$ cat src/common/dac_port_defs.svh
// Functional notes
// - Reset or restart restores dual-channel 3.2 GS/s mode, inverse sinc off.
// - Reset or restart selects internal clock locked to backplane reference.
// - Reset or restart sets the phase trim value to its minimum.
// - Device drives the sample-word clock; all sample lanes are timed by it.
// - Device drives a second clock at exactly twice the word clock rate.
// - Ready is high only while the output link can accept sample data.
// - Device reports module errors on a 32-bit signed error word.
// - Config-done rises once converters are configured for the clock mode.
`ifndef DAC_PORT_DEFS_SVH
`define DAC_PORT_DEFS_SVH

`define A_CTRL       8'h00
`define A_TRIM       8'h04
`define A_STAT       8'h08
`define A_IRQ_STAT   8'h0c
`define A_IRQ_MASK   8'h10
`define A_ERR        8'h14
`define A_COUNT      8'h18

`define CTRL_DUAL    0
`define CTRL_ISINC   1
`define CTRL_CLK_EXT 2
`define CTRL_RESTART 3
`define CTRL_LINK_EN 4
`define CTRL_RST     5'h11

`define TRIM_W       12
`define TRIM_MIN     12'h000

`define STAT_READY   0
`define STAT_DONE    1
`define STAT_LINK    2

`define IRQ_DROP     0
`define IRQ_DONE     1
`define IRQ_LOST     2
`define IRQ_W        3

`define ERR_NONE     32'h0000_0000
`define ERR_LOST     32'hffff_ffff
`define ERR_DROP     32'hffff_fffe

`define CFG_TIME_NS  10000
`define CLK_MHZ      40
`define CFG_CYCLES   ((`CFG_TIME_NS * `CLK_MHZ + 999) / 1000)

`define RESP_OKAY    2'b00
`define RESP_SLVERR  2'b10

`endif

$ cat src/common/dac_port_pkg.sv
package dac_port_pkg;

	typedef logic signed [11:0] sample_t;

	// Lane 0 is the newest sample, lane 15 the oldest
	typedef sample_t [15:0] lanes_t;

	typedef struct packed {
		lanes_t chan1;
		lanes_t chan0;
	} frame_t;

	typedef struct packed {
		logic link_en;
		logic restart;
		logic clk_ext;
		logic isinc;
		logic dual;
	} ctrl_t;

	typedef enum logic [1:0] {
		CFG_START = 2'b00,
		CFG_WAIT  = 2'b01,
		CFG_DONE  = 2'b10
	} cfg_state_t;

endpackage

$ cat src/rtl/dual_dac_sample_port.sv
// Decided for this implementation: the placing of the registers and the AXI4-Lite slave port.
`timescale 1ns/1ps
`include "dac_port_defs.svh"
module dual_dac_sample_port #(
	parameter int CFG_CYCLES = `CFG_CYCLES
) (
	input  wire logic                  aclk,
	input  wire logic                  aresetn,
	input  wire logic                  ce,
	input  wire logic [7:0]            s_axi_awaddr,
	input  wire logic                  s_axi_awvalid,
	output logic                       s_axi_awready,
	input  wire logic [31:0]           s_axi_wdata,
	input  wire logic [3:0]            s_axi_wstrb,
	input  wire logic                  s_axi_wvalid,
	output logic                       s_axi_wready,
	output logic [1:0]                 s_axi_bresp,
	output logic                       s_axi_bvalid,
	input  wire logic                  s_axi_bready,
	input  wire logic [7:0]            s_axi_araddr,
	input  wire logic                  s_axi_arvalid,
	output logic                       s_axi_arready,
	output logic [31:0]                s_axi_rdata,
	output logic [1:0]                 s_axi_rresp,
	output logic                       s_axi_rvalid,
	input  wire logic                  s_axi_rready,
	input  wire logic                  link_up_pin,
	input  wire logic                  sample_valid,
	input  wire dac_port_pkg::lanes_t  chan0_sample_lanes,
	input  wire dac_port_pkg::lanes_t  chan1_sample_lanes,
	output logic                       word_clock,
	output logic                       double_rate_clock,
	output logic                       output_link_ready,
	output logic                       config_done,
	output logic [31:0]                error_word,
	output dac_port_pkg::frame_t       conv_frame,
	output logic                       conv_frame_valid,
	output logic                       conv_dual_mode,
	output logic                       conv_isinc_en,
	output logic                       clk_src_ext,
	output logic [`TRIM_W-1:0]         phase_trim,
	output logic                       irq
);

	localparam int CW = $clog2(CFG_CYCLES + 1);

	logic                     word_tick;
	// Bus state
	logic                     awready_reg, awready_next;
	logic                     aw_held_reg, aw_held_next;
	logic [7:0]               awaddr_reg, awaddr_next;
	logic                     wready_reg, wready_next;
	logic                     w_held_reg, w_held_next;
	logic [31:0]              wdata_reg, wdata_next;
	logic [3:0]               wstrb_reg, wstrb_next;
	logic                     bvalid_reg, bvalid_next;
	logic [1:0]               bresp_reg, bresp_next;
	logic                     arready_reg, arready_next;
	logic                     rvalid_reg, rvalid_next;
	logic [31:0]              rdata_reg, rdata_next;
	logic [1:0]               rresp_reg, rresp_next;
	logic                     do_write;
	logic [7:0]               wr_addr;
	logic [31:0]              rd_word;
	logic                     rd_hit;
	// Control state
	dac_port_pkg::ctrl_t      ctrl_reg, ctrl_next;
	logic [`TRIM_W-1:0]       trim_reg, trim_next;
	logic [`IRQ_W-1:0]        istat_reg, istat_next;
	logic [`IRQ_W-1:0]        imask_reg, imask_next;
	logic [31:0]              err_reg, err_next;
	dac_port_pkg::cfg_state_t state_reg, state_next;
	logic [CW-1:0]            cnt_reg, cnt_next;
	logic                     done_reg, done_next;
	logic                     ready_reg, ready_next;
	logic                     irq_reg, irq_next;
	logic                     link_meta_reg, link_sync_reg;
	logic [`IRQ_W-1:0]        events;
	logic [31:0]              ctrl_wr, trim_wr, mask_wr;
	// Datapath state
	dac_port_pkg::frame_t     frame_reg, frame_next;
	logic                     fvalid_reg, fvalid_next;
	logic [31:0]              count_reg, count_next;
	logic                     accept;

	word_clock_gen u_clk (
		.aclk              (aclk),
		.aresetn           (aresetn),
		.ce                (ce),
		.word_clock        (word_clock),
		.double_rate_clock (double_rate_clock),
		.word_tick         (word_tick)
	);

	function automatic logic [31:0] merge(input logic [31:0] old,
		input logic [31:0] d, input logic [3:0] s);
		logic [31:0] r;
		r = old;
		for (int i = 0; i < 4; i++) begin
			if (s[i]) begin
				r[8*i +: 8] = d[8*i +: 8];
			end
		end
		return r;
	endfunction

	// Register read mux
	always_comb begin
		rd_hit  = 1'b1;
		rd_word = 32'h0000_0000;
		case ({s_axi_araddr[7:2], 2'b00})
			`A_CTRL: rd_word = {27'h0, ctrl_reg};
			`A_TRIM: rd_word = {20'h0, trim_reg};
			`A_STAT: rd_word = {29'h0, link_sync_reg, done_reg, ready_reg};
			`A_IRQ_STAT: rd_word = {29'h0, istat_reg};
			`A_IRQ_MASK: rd_word = {29'h0, imask_reg};
			`A_ERR: rd_word = err_reg;
			`A_COUNT: rd_word = count_reg;
			default: rd_hit = 1'b0;
		endcase
	end

	// AXI4-Lite slave handshakes
	always_comb begin
		awready_next = awready_reg;
		aw_held_next = aw_held_reg;
		awaddr_next  = awaddr_reg;
		wready_next  = wready_reg;
		w_held_next  = w_held_reg;
		wdata_next   = wdata_reg;
		wstrb_next   = wstrb_reg;
		bvalid_next  = bvalid_reg;
		bresp_next   = bresp_reg;
		arready_next = arready_reg;
		rvalid_next  = rvalid_reg;
		rdata_next   = rdata_reg;
		rresp_next   = rresp_reg;
		do_write     = aw_held_reg && w_held_reg && !bvalid_reg;
		wr_addr      = {awaddr_reg[7:2], 2'b00};
		if (s_axi_awvalid && awready_reg) begin
			aw_held_next = 1'b1;
			awaddr_next  = s_axi_awaddr;
			awready_next = 1'b0;
		end
		if (s_axi_wvalid && wready_reg) begin
			w_held_next = 1'b1;
			wdata_next  = s_axi_wdata;
			wstrb_next  = s_axi_wstrb;
			wready_next = 1'b0;
		end
		if (do_write) begin
			aw_held_next = 1'b0;
			w_held_next  = 1'b0;
			bvalid_next  = 1'b1;
			bresp_next   = `RESP_OKAY;
			if (wr_addr != `A_CTRL && wr_addr != `A_TRIM &&
				wr_addr != `A_IRQ_STAT && wr_addr != `A_IRQ_MASK) begin
				bresp_next = `RESP_SLVERR;
			end
		end
		if (bvalid_reg && s_axi_bready) begin
			bvalid_next  = 1'b0;
			awready_next = 1'b1;
			wready_next  = 1'b1;
		end
		if (s_axi_arvalid && arready_reg) begin
			arready_next = 1'b0;
			rvalid_next  = 1'b1;
			rdata_next   = rd_word;
			rresp_next   = rd_hit ? `RESP_OKAY : `RESP_SLVERR;
		end
		if (rvalid_reg && s_axi_rready) begin
			rvalid_next  = 1'b0;
			arready_next = 1'b1;
		end
	end

	always_ff @(posedge aclk) begin
		if (!aresetn) begin
			awready_reg <= 1'b1;
			aw_held_reg <= 1'b0;
			awaddr_reg  <= 8'h00;
			wready_reg  <= 1'b1;
			w_held_reg  <= 1'b0;
			wdata_reg   <= 32'h0000_0000;
			wstrb_reg   <= 4'h0;
			bvalid_reg  <= 1'b0;
			bresp_reg   <= `RESP_OKAY;
			arready_reg <= 1'b1;
			rvalid_reg  <= 1'b0;
			rdata_reg   <= 32'h0000_0000;
			rresp_reg   <= `RESP_OKAY;
		end else if (ce) begin
			awready_reg <= awready_next;
			aw_held_reg <= aw_held_next;
			awaddr_reg  <= awaddr_next;
			wready_reg  <= wready_next;
			w_held_reg  <= w_held_next;
			wdata_reg   <= wdata_next;
			wstrb_reg   <= wstrb_next;
			bvalid_reg  <= bvalid_next;
			bresp_reg   <= bresp_next;
			arready_reg <= arready_next;
			rvalid_reg  <= rvalid_next;
			rdata_reg   <= rdata_next;
			rresp_reg   <= rresp_next;
		end
	end

	// Control, configuration sequence, errors and interrupts
	always_comb begin
		ctrl_next         = ctrl_reg;
		ctrl_next.restart = 1'b0;
		trim_next         = trim_reg;
		istat_next        = istat_reg;
		imask_next        = imask_reg;
		err_next          = err_reg;
		state_next        = state_reg;
		cnt_next          = cnt_reg;
		done_next         = done_reg;
		events            = '0;
		ctrl_wr           = merge({27'h0, ctrl_reg}, wdata_reg, wstrb_reg);
		trim_wr           = merge({20'h0, trim_reg}, wdata_reg, wstrb_reg);
		mask_wr           = merge({29'h0, imask_reg}, wdata_reg, wstrb_reg);
		events[`IRQ_DROP] = word_tick && sample_valid && !ready_reg;
		events[`IRQ_DONE] = state_reg == dac_port_pkg::CFG_WAIT &&
			cnt_reg == '0;
		events[`IRQ_LOST] = ready_reg && !link_sync_reg;
		case (state_reg)
			dac_port_pkg::CFG_START: begin
				cnt_next   = CW'(CFG_CYCLES - 1);
				done_next  = 1'b0;
				state_next = dac_port_pkg::CFG_WAIT;
			end
			dac_port_pkg::CFG_WAIT: begin
				if (cnt_reg == '0) begin
					done_next  = 1'b1;
					state_next = dac_port_pkg::CFG_DONE;
				end else begin
					cnt_next = cnt_reg - CW'(1);
				end
			end
			dac_port_pkg::CFG_DONE: done_next = 1'b1;
			default: state_next = dac_port_pkg::CFG_START;
		endcase
		if (err_reg == `ERR_NONE) begin
			if (events[`IRQ_LOST]) begin
				err_next = `ERR_LOST;
			end else if (events[`IRQ_DROP]) begin
				err_next = `ERR_DROP;
			end
		end
		if (do_write && wr_addr == `A_CTRL) begin
			ctrl_next = ctrl_wr[$bits(ctrl_next)-1:0];
			if (ctrl_next.dual != ctrl_reg.dual ||
				ctrl_next.clk_ext != ctrl_reg.clk_ext) begin
				state_next = dac_port_pkg::CFG_START;
				done_next  = 1'b0;
			end
		end
		if (do_write && wr_addr == `A_TRIM) begin
			trim_next = trim_wr[`TRIM_W-1:0];
		end
		if (do_write && wr_addr == `A_IRQ_MASK) begin
			imask_next = mask_wr[`IRQ_W-1:0];
		end
		if (do_write && wr_addr == `A_IRQ_STAT && wstrb_reg[0]) begin
			istat_next = istat_reg & ~wdata_reg[`IRQ_W-1:0];
		end
		istat_next = istat_next | events;
		if (ctrl_reg.restart) begin
			ctrl_next  = `CTRL_RST;
			trim_next  = `TRIM_MIN;
			err_next   = `ERR_NONE;
			state_next = dac_port_pkg::CFG_START;
			done_next  = 1'b0;
		end
		ready_next = done_reg && link_sync_reg && ctrl_reg.link_en;
		irq_next   = |(istat_reg & imask_reg);
	end

	always_ff @(posedge aclk) begin
		if (!aresetn) begin
			ctrl_reg      <= `CTRL_RST;
			trim_reg      <= `TRIM_MIN;
			istat_reg     <= '0;
			imask_reg     <= '0;
			err_reg       <= `ERR_NONE;
			state_reg     <= dac_port_pkg::CFG_START;
			cnt_reg       <= '0;
			done_reg      <= 1'b0;
			ready_reg     <= 1'b0;
			irq_reg       <= 1'b0;
			link_meta_reg <= 1'b0;
			link_sync_reg <= 1'b0;
		end else if (ce) begin
			ctrl_reg      <= ctrl_next;
			trim_reg      <= trim_next;
			istat_reg     <= istat_next;
			imask_reg     <= imask_next;
			err_reg       <= err_next;
			state_reg     <= state_next;
			cnt_reg       <= cnt_next;
			done_reg      <= done_next;
			ready_reg     <= ready_next;
			irq_reg       <= irq_next;
			link_meta_reg <= link_up_pin;
			link_sync_reg <= link_meta_reg;
		end
	end

	// Sample sets are taken once per word clock, only while ready
	always_comb begin
		accept      = word_tick && sample_valid && ready_reg;
		frame_next  = frame_reg;
		fvalid_next = accept;
		count_next  = count_reg;
		if (accept) begin
			frame_next.chan0 = chan0_sample_lanes;
			frame_next.chan1 = chan1_sample_lanes;
			count_next       = count_reg + 32'h1;
		end
	end

	always_ff @(posedge aclk) begin
		if (!aresetn) begin
			frame_reg  <= '0;
			fvalid_reg <= 1'b0;
			count_reg  <= 32'h0000_0000;
		end else if (ce) begin
			frame_reg  <= frame_next;
			fvalid_reg <= fvalid_next;
			count_reg  <= count_next;
		end
	end

	assign s_axi_awready     = awready_reg;
	assign s_axi_wready      = wready_reg;
	assign s_axi_bvalid      = bvalid_reg;
	assign s_axi_bresp       = bresp_reg;
	assign s_axi_arready     = arready_reg;
	assign s_axi_rvalid      = rvalid_reg;
	assign s_axi_rdata       = rdata_reg;
	assign s_axi_rresp       = rresp_reg;
	assign output_link_ready = ready_reg;
	assign config_done       = done_reg;
	assign error_word        = err_reg;
	assign conv_frame        = frame_reg;
	assign conv_frame_valid  = fvalid_reg;
	assign conv_dual_mode    = ctrl_reg.dual;
	assign conv_isinc_en     = ctrl_reg.isinc;
	assign clk_src_ext       = ctrl_reg.clk_ext;
	assign phase_trim        = trim_reg;
	assign irq               = irq_reg;
endmodule

$ cat src/rtl/word_clock_gen.sv
`timescale 1ns/1ps
module word_clock_gen (
	input  wire logic aclk,
	input  wire logic aresetn,
	input  wire logic ce,
	output logic      word_clock,
	output logic      double_rate_clock,
	output logic      word_tick
);

	logic [1:0] phase_reg;
	logic [1:0] phase_next;
	logic       tick_reg;
	logic       tick_next;

	// Bit 0 runs at half of aclk, bit 1 at a quarter: exactly two to one
	always_comb begin
		phase_next = phase_reg + 2'h1;
		tick_next  = (phase_reg == 2'h1);
	end

	always_ff @(posedge aclk) begin
		if (!aresetn) begin
			phase_reg <= 2'h0;
			tick_reg  <= 1'b0;
		end else if (ce) begin
			phase_reg <= phase_next;
			tick_reg  <= tick_next;
		end
	end

	assign double_rate_clock = phase_reg[0];
	assign word_clock        = phase_reg[1];
	assign word_tick         = tick_reg;

endmodule

$ cat config.mk
export PLATFORM = sky130hd
export DESIGN_NAME = dual_dac_sample_port
export DESIGN_NICKNAME = d
export VERILOG_FILES = /design/src/common/dac_port_pkg.sv /design/src/rtl/dual_dac_sample_port.sv /design/src/rtl/word_clock_gen.sv
export VERILOG_INCLUDE_DIRS = /design/src /design/src/common
export SDC_FILE = /design/constraint.sdc
export NUM_CORES = 1
export LEC_CHECK = 0
export BUFFER_PORTS_ARGS = -buffer_cell sky130_fd_sc_hd__buf_2
export CORE_AREA = 2 2 359 361
export CTS_CLUSTER_DIAMETER = 150
export DETAILED_ROUTE_END_ITERATION = 16
export DIE_AREA = 0 0 361 363
export SYNTH_ARGS = -nofsm -noshare
export SYNTH_HDL_FRONTEND = slang
export SYNTH_SLANG_ARGS = --single-unit
$ cat constraint.sdc
create_clock -name aclk -period 3.9 [get_ports aclk]
set_clock_uncertainty 0.15 [all_clocks]
set_input_delay 0.195 -clock aclk [delete_from_list [all_inputs] [get_ports aclk]]
set_output_delay 0.195 -clock aclk [all_outputs]
set_load 0.05 [all_outputs]
Word level (Yosys, flattened, before mapping)
Index checks and enable logic that the tools add are counted.
{"block": "classes", "n_addsub": 3, "n_eq_ne": 19, "muxes": 42, "bitwise_logic": 4, "n_reduce_logical": 66}
{"op": "32-bit one-hot mux with 7 select lines", "count": 1}
{"op": "32-bit two-way mux", "count": 4}
{"op": "32-bit by 1-bit adder with 32-bit output (second input constant)", "count": 1}
{"op": "32-bit logical NOT", "count": 1}
{"op": "2-bit AND reduction", "count": 13}
{"op": "6-bit by 3-bit equality test with 1-bit output (second input constant)", "count": 4}
{"op": "12-bit two-way mux", "count": 2}
{"op": "2-bit nonzero test", "count": 12}
{"op": "1-bit logical AND", "count": 22}
{"op": "1-bit two-way mux", "count": 19}
{"op": "6-bit by 2-bit equality test with 1-bit output (second input constant)", "count": 3}
{"op": "9-bit one-hot mux with 2 select lines", "count": 1}
{"op": "3-bit AND reduction", "count": 6}
{"op": "5-bit two-way mux", "count": 3}
{"op": "6-bit by 1-bit equality test with 1-bit output (second input constant)", "count": 2}
{"op": "2-bit two-way mux", "count": 6}
{"op": "9-bit logical NOT", "count": 1}
{"op": "9-bit two-way mux", "count": 1}
{"op": "9-bit by 1-bit subtractor with 9-bit output (second input constant)", "count": 1}
{"op": "8-bit logical NOT", "count": 1}
{"op": "8-bit two-way mux", "count": 1}
{"op": "7-bit OR reduction", "count": 1}
{"op": "3-bit AND", "count": 2}
{"op": "6-bit logical NOT", "count": 1}
{"op": "21 further kinds", "count": 25}
{"block": "totals", "regBits": 556, "inputBits": 446, "output_inout_bits": 478, "wordCells": 200}

Longest topological paths before layout
Gate-level depths: netlist (run 1).
{"block": "depth", "ltp_word": 6, "mapped_depth": 8, "ltp_nobuf": 7}

By module
Synthesis (run 1) repeated with hierarchy kept, for this count alone.
{"block": "hier_totals", "cells_unflattened": 2416, "hier_area_um2": 19373.6}
{"mod": "dual_dac_sample_port", "instances": 1, "cells_per_inst": 2405, "area_each_um2": 19252.2, "seq_area_each_um2": 10390.0}
{"mod": "word_clock_gen", "instances": 1, "cells_per_inst": 11, "area_each_um2": 121.4, "seq_area_each_um2": 60.1}

Worst setup path before layout (run 1)
Ideal clock, no wire load.
{"block": "synth_timing", "path_kind": "reg-to-reg", "startpoint": "register error_word[30] (netlist name)", "endpoint": "register rdata_reg[26] (netlist: s_axi_rdata[26])", "setup_time_ns": 0.074, "t_arrival_ns": 2.213, "required_time_ns": 3.676, "setup_slack_ns": 1.462, "stages_incl_launch_ff": 6, "path_buffers": 1, "period_less_slack_ns": 2.438, "path_cell_list": "dfxtp_1 > nand2_1 > nor3_1 > clkbuf_1 > a21oi_1 > o21ai_0"}
{"element": "to (signal assigned)", "line": "dual_dac_sample_port.sv:205", "source": "rdata_reg <= rdata_next;"}
{"element": "to (decl)", "line": "dual_dac_sample_port.sv:60", "source": "logic [31:0] rdata_reg, rdata_next;"}

Worst setup path in the final report (run 1)
{"block": "layout_timing", "startpoint": "input port ce", "endpoint": "register frame_reg (netlist bit conv_frame[282])"}
{"block": "layout_between", "elab_chain_len": 1}
{"element": "from (decl)", "line": "dual_dac_sample_port.sv:9", "source": "input wire logic ce,"}
{"element": "2-bit AND reduction (no source line)"}
{"element": "to (signal assigned)", "line": "dual_dac_sample_port.sv:331", "source": "frame_reg <= frame_next;"}
{"element": "to (decl)", "line": "dual_dac_sample_port.sv:81", "source": "dac_port_pkg::frame_t frame_reg, frame_next;"}
Every way passes these cells.
A chain may end at the register's enable or synchronous reset.

==> results.py, run 1 <==
metrics = {
    "timing": {
        "worst_slew_pin_slew_ns": 0.944,
        "rsz0062_at_grt": "no",
        "setup_violations": 0,
        "setup_slack_ns": 1.32,
        "max_freq_mhz": 388,
        "tns_ns": 0,
        "slew_viol_final": 0,
        "hold_viol": 0,
        "period_needed_ns": 2.58,
        "maxSlewHeadroom_pct": 37.1,
        "final.period_utilization_pct": 66.1,
    },
    "layout": {
        "register_area_um2": 10500,
        "final_net_count": 4126,
        "instances_no_fill": 5394,
        "areaGrowthSynthToFinish_pct": 65.6,
        "drive_gt1_share_pct": 28.6,
        "multiInputGateArea_um2": 7940,
        "fillers": 13752,
        "largest_reg_flops": 384,
        "final_core_util_pct": 25.3,
    },
    "placed_design": {
        "dp_cells": 4823,
        "io_buffers": 895,
        "dp_slack_ns": 1.24,
        "dp_hpwl_um": 71700,
        "globalplace.congestion": 0.892,
    },
    "logic_synthesis": {
        "synth-adder-area-share_pct": 0.258,
        "synthTopCellsByArea": "dfxtp_1, nand2_1, a21oi_1",
        "yosysTopAreaCell": "dfxtp_1",
        "yosysSeqAreaShare_pct": 53.9,
        "synth-compound-area-share_pct": 15.0,
        "synth-simple-area-share_pct": 22.7,
        "synth_mux_area_share_pct": 1.43,
        "mappedNetlistArea_um2": 19400,
        "synth-async-reset-ratio_pct": 0,
        "ys_seq_elements": 522,
        "yosysMostFrequentCell": "nand2_1",
        "syn_avg_cell_area_um2": 7.98,
        "synth.top_cell.area_share_pct": 53.9,
        "synthCells": 2431,
        "synth_top_family_by_area": "simple AND/OR/NAND/NOR gates",
        "synth-xor-area-share_pct": 1.31,
        "yosys-top-cells-count": "nand2_1, dfxtp_1, a21oi_1, clkbuf_1, nor2_1",
        "synthFlopType": "dfxtp_1",
        "ys_types": 64,
        "ys_warn_count": 0,
        "synth_edf_count": 0,
    },
    "cts": {
        "cts_tree": "built",
        "cts_max_path_buffers": 3,
        "worstSkewPairLatency_ns": 0.67,
        "path_clk_slew_ns": 0.05,
        "cts_made_buffers": 68,
        "cts_resized": 0,
        "cts_setup_buffers": 0,
        "h-tree-depth": 3,
        "cts-root-buf": "clkbuf_16",
        "clkSinkCount": 522,
    },
    "global_routing": {
        "grt_overflow_total": 0,
        "grt_pass1_vias": 20908,
        "antenna_found_initial": 15,
        "grt_max_degree": 129,
        "grtUsageTotal_pct": 14.1,
        "grt_pass1_wl_um": 138000,
    },
    "setup_path": {
        "path_buf_inv": 6,
        "criticalPathCategory": "primary input to flop",
        "cpLargestDelayFamily": "buffers and inverters",
        "critical_path.max_stage_delay_ns": 0.55,
        "cp-start-kind": "primary input",
        "crit_arrival_ns": 3.04,
        "crit_fanout": 112,
        "cp_cell_sequence": "dlygate4sd3_1 > buf_2 > inv_1 > buf_4 > nor3_2 > buf_12 > nand2_1 > a21oi_1 > dlygate4sd3_1",
        "crit_top_cell": "dlygate4sd3_1",
        "cp_slowest_cell": "dlygate4sd3_1",
        "end_kind": "flop",
        "crit_required_ns": 4.36,
    },
    "power": {
        "pwr_density_cell_nw_per_um2": 391,
        "p_leak_uw": 0.0134,
        "ir_drop_uv": 255,
        "total_power_uw": 12500,
    },
    "routing": {
        "wl_per_cell_um": 18.0,
        "drtIter0Drc": 1771,
        "wirelength_um": 96800,
        "via_count": 21791,
        "viasPerCell": 4.04,
        "drt_pass1_iterations": 5,
        "ant_nets": 0,
        "drc": 0,
    },
    "floorplanning": {
        "ioPinCount": 924,
        "die_w_um": 361,
        "rows": 131,
        "die_area_um2": 131000,
        "die_h_um": 363,
        "core_area_um2": 127000,
        "start_util_pct": 15.3,
    },
    "run_status": {
        "status": "complete, no violations",
    },
    "flow_run": {
        "maxCapViolCount": 0,
    },
    "min_path": {
        "hold_path.class": "primary input to flop",
    },
}
## stage by stage
stage          area [um2]  hold slack [ns]
6_report            32100            0.165
5_1_grt             32100            0.116
4_1_cts             32100           0.0835
3_5_place_dp        25500            0.280
3_3_place_gp        25500            0.278
2_1_floorplan       19400            0.181
## metal layers
| layer | up-vias | share of wire [%] | GRT usage [%] |
|---|---|---|---|
| li1 | 10500 | - | - |
| met1 | 10157 | 43 | 17.9 |
| met2 | 912 | 43 | 21.1 |
| met3 | 206 | 9.4 | 4.99 |
| met4 | 16 | 4.5 | 6.71 |
| met5 | - | 0.11 | 0 |
## layout by cell type (no fill, tap or decap), types with 23 or more instances in the layout
| cell | count |
|---|---|
| clkbuf_16 | 69 |
| buf_4 | 28 |
| dfxtp_1 | 522 |
| buf_2 | 895 |
| nor2_1 | 75 |
| o21ai_0 | 50 |
| inv_1 | 23 |
| dlygate4sd3_1 | 445 |
| a21oi_1 | 441 |
| nand2_1 | 878 |
## power breakdown
| part | internal (uW) | switching, uW | leakage (uW) |
|---|---|---|---|
| combinational | 511 | 424 | 0.00812 |
| clock | 3580 | 2630 | 0.00108 |
| sequential | 5360 | 37.1 | 0.00421 |
| total | 9460 | 3090 | 0.0134 |
## worst register-to-register path: cells and delay by family, from the launching register on
kind,cells,cell delay (ns)
buffers and inverters,3,1.00
AND/OR/NAND/NOR,2,0.61
AO/OA/AOI/OAI,1,0.16
flip-flops,1,0.50
## area by class of cell
| class | instances | area share [%] |
|---|---|---|
| Sequential cell | 522 | 32.5 |
| Timing Repair Buffer | 1378 | 29.1 |
| Multi-Input combinational cell | 1682 | 24.7 |
| Tap cell | 1662 | 6.47 |
| Clock buffer | 94 | 6.01 |
| Clock inverter | 27 | 0.853 |
| Inverter | 24 | 0.304 |
| Antenna cell | 5 | 0.0389 |
## worst paths after layout
path	endpoint	cells after the start	start	slack (ns)
worst min register to register	s_axi_rdata[20]$_SDFFE_PN0P_	2	s_axi_rdata[20]$_SDFFE_PN0P_	0.30
worst max-delay path	conv_frame[282]$_SDFFE_PN0P_	9	ce	1.32
worst max register to register	conv_frame[282]$_SDFFE_PN0P_	6	output_link_ready$_SDFFE_PN0P_	1.42
worst min-delay path	conv_frame[260]$_SDFFE_PN0P_	4	chan1_sample_lanes[68]	0.16
## kinds of logic after synthesis
group                      count (synthesis)
other                                      1
and+or+nand+nor                         1073
xor gates and xnor gates                  29
adders and majority gates                  4
DFF                                      522
muxes                                     25
buffers and inverters                    228
AOI/OAI and AO/OA                        549
## repair_timing
action                                  4_1_cts  5_1_grt
endpoints found under the setup margin        0        0
hold buffers                                445        0
hold endpoints to repair                    482        0
(Power assumes the default switching activity.)
==> run 2, diff against run 1 <==
==> constraint.sdc (replaced) <==
create_clock -name aclk -period 2.25 [get_ports aclk]
set_clock_uncertainty 0.15 [all_clocks]
set_input_delay 0.1125 -clock aclk [delete_from_list [all_inputs] [get_ports aclk]]
set_output_delay 0.1125 -clock aclk [all_outputs]
set_load 0.05 [all_outputs]
==> run 2 against run 1 <==
Compared with the run above: sequential cell count is the same; global-route usage fell by 0.055 points; clock-buffer cell count decreased by 5; critical path depth decreased by 1; utilization rose by 0.99 points; power is 74% higher; largest cell class is now buffers; largest power group unchanged.
==> results.py, run 2 (same netlist as run 1, synthesis figures left out) <==
metrics = {
    "timing": {
        "maxSlewHeadroom_pct": 41.1,
        "worst_slew_pin_slew_ns": 0.883,
        "rsz0062_at_grt": "yes",
        "slew_viol_final": 0,
        "hold_viol": 0,
        "period_needed_ns": 2.20,
        "final.period_utilization_pct": 97.9,
        "setup_violations": 0,
        "tns_ns": 0,
        "max_freq_mhz": 454,
    },
    "setup_path": {
        "end_kind": "flop",
        "path_buf_inv": 6,
        "crit_fanout": 8,
        "worstRegToRegCells": 5,
        "timing.rr.start": "output_link_ready$_SDFFE_PN0P_",
        "reg2reg_to": "conv_frame[301]$_SDFFE_PN0P_",
        "cpLargestDelayFamily": "buffers and inverters",
        "crit_arrival_ns": 2.58,
        "criticalPathCategory": "primary input to flop",
        "crit_top_cell": "dlygate4sd3_1",
        "critical_path.max_stage_delay_ns": 0.55,
        "cp-start-kind": "primary input",
        "r2r_setup_slack_ns": 0.06,
        "crit_required_ns": 2.62,
        "cp_cell_sequence": "dlygate4sd3_1 > buf_2 > buf_4 > buf_4 > nand2_1 > dlygate4sd3_1 > a21o_1 > dlygate4sd3_1",
        "cp_slowest_cell": "dlygate4sd3_1",
    },
    "routing": {
        "drtIter0Drc": 1756,
        "drt_pass1_iterations": 5,
        "wirelength_um": 98700,
        "wl_per_cell_um": 17.9,
        "viasPerCell": 4.07,
        "drc": 0,
        "via_count": 22412,
        "ant_nets": 0,
    },
    "layout": {
        "largest_reg_flops": 384,
        "areaGrowthSynthToFinish_pct": 72.1,
        "fin_area_um2": 33400,
        "drive_gt1_share_pct": 29.6,
        "final_net_count": 4247,
        "final_cell_mix": "buf_2, nand2_1, dfxtp_1, dlygate4sd3_1, a21oi_1",
        "instances_no_fill": 5509,
        "final_core_util_pct": 26.3,
        "layout_commonest_cell": "buf_2",
    },
    "power": {
        "p_leak_uw": 0.0142,
        "ir_drop_uv": 546,
        "total_power_uw": 21800,
        "pwr_density_cell_nw_per_um2": 653,
    },
    "run_status": {
        "status": "complete, no violations",
    },
    "floorplanning": {
        "ioPinCount": 924,
        "start_util_pct": 15.3,
        "core_area_um2": 127000,
        "rows": 131,
        "die_w_um": 361,
        "die_area_um2": 131000,
        "die_h_um": 363,
    },
    "min_path": {
        "hold_path.class": "primary input to flop",
        "whs_path_depth": 4,
        "min_from": "chan0_sample_lanes[165]",
        "hold_end": "conv_frame[165]$_SDFFE_PN0P_",
    },
    "cts": {
        "cts-root-buf": "clkbuf_16",
        "cts_max_path_buffers": 3,
        "cts_made_buffers": 66,
        "worstSkewPairLatency_ns": 0.64,
        "path_clk_slew_ns": 0.06,
        "clkSinkCount": 522,
        "cts_tree": "built",
        "h-tree-depth": 3,
    },
    "global_routing": {
        "antenna_found_initial": 22,
        "grt_overflow_total": 0,
        "grt_max_degree": 162,
        "grtUsageTotal_pct": 14.0,
        "grt_pass1_wl_um": 138000,
        "grt_pass1_vias": 21730,
    },
    "flow_run": {
        "maxCapViolCount": 0,
    },
    "placed_design": {
        "dpl_cell_area_um2": 26100,
        "io_buffers": 895,
        "dp_hpwl_um": 72500,
        "dp_cells": 4890,
        "globalplace.congestion": 0.873,
    },
}
==> run 2: timing repair <==
action / 4_1_cts / 5_1_grt
hold endpoints to repair: 472 / 0
setup endpoints to repair: 0 / 56
gates resized for setup: 0 / 19
hold buffers: 498 / 0
setup buffers: 0 / 1
==> run 2: worst max path at each step <==
stage,depth (start not counted),slack [ns],start,to
final,8,0.05,ce,s_axi_awready$_SDFFE_PN1P_
after global routing,5,-0.007,output_link_ready$_SDFFE_PN0P_,conv_frame[214]$_SDFFE_PN0P_
after CTS,8,0.02,output_link_ready$_SDFFE_PN0P_,conv_frame[214]$_SDFFE_PN0P_
after detailed placement,6,0.11,ce,count_reg[31]$_SDFFE_PN0P_
after global placement,6,0.13,ce,count_reg[31]$_SDFFE_PN0P_
after floorplan,5,0.19,output_link_ready$_SDFFE_PN0P_,count_reg[17]$_SDFFE_PN0P_
==> run 2: power by group <==
| group | switching (uW) | internal [uW] |
|---|---|---|
| clock network | 4480 | 6230 |
| registers | 66.8 | 9300 |
| logic | 768 | 946 |
==> run 2: through the flow <==
step | setup WS [ns] | hold slack (ns)
6_report | 0.0483 | 0.0972
5_1_grt | -0.00702 | 0.0537
4_1_cts | 0.0232 | 0.0174
3_5_place_dp | 0.112 | 0.208
3_3_place_gp | 0.132 | 0.197
2_1_floorplan | 0.190 | 0.0985
==> run 2: metal layers <==
metal  global-route usage (%)  vias up  share of wire [%]
met5                        0        -               0.17
met4                     7.42       28                5.5
met3                     5.43      243                9.8
li1                         -    10717                  -
met2                     21.0      944                 43
met1                     17.2    10480                 41
==> run 2: area by class of cell <==
type | instances | area, um2
tap | 1662 | 2080
inverter | 24 | 97.6
multi-input combinational | 1682 | 7960
antenna | 4 | 10.0
clock buffer | 89 | 1860
sequential | 522 | 10500
clock inverter | 25 | 317
fill | 13594 | 93600
timing repair buffer | 1501 | 10600
==> run 2: tightest hold or removal path, stage by stage <==
cell and delay (ns):
dlygate4sd3_1 0.52, buf_2 0.12, nand2_1 0.05, a21oi_1 0.05
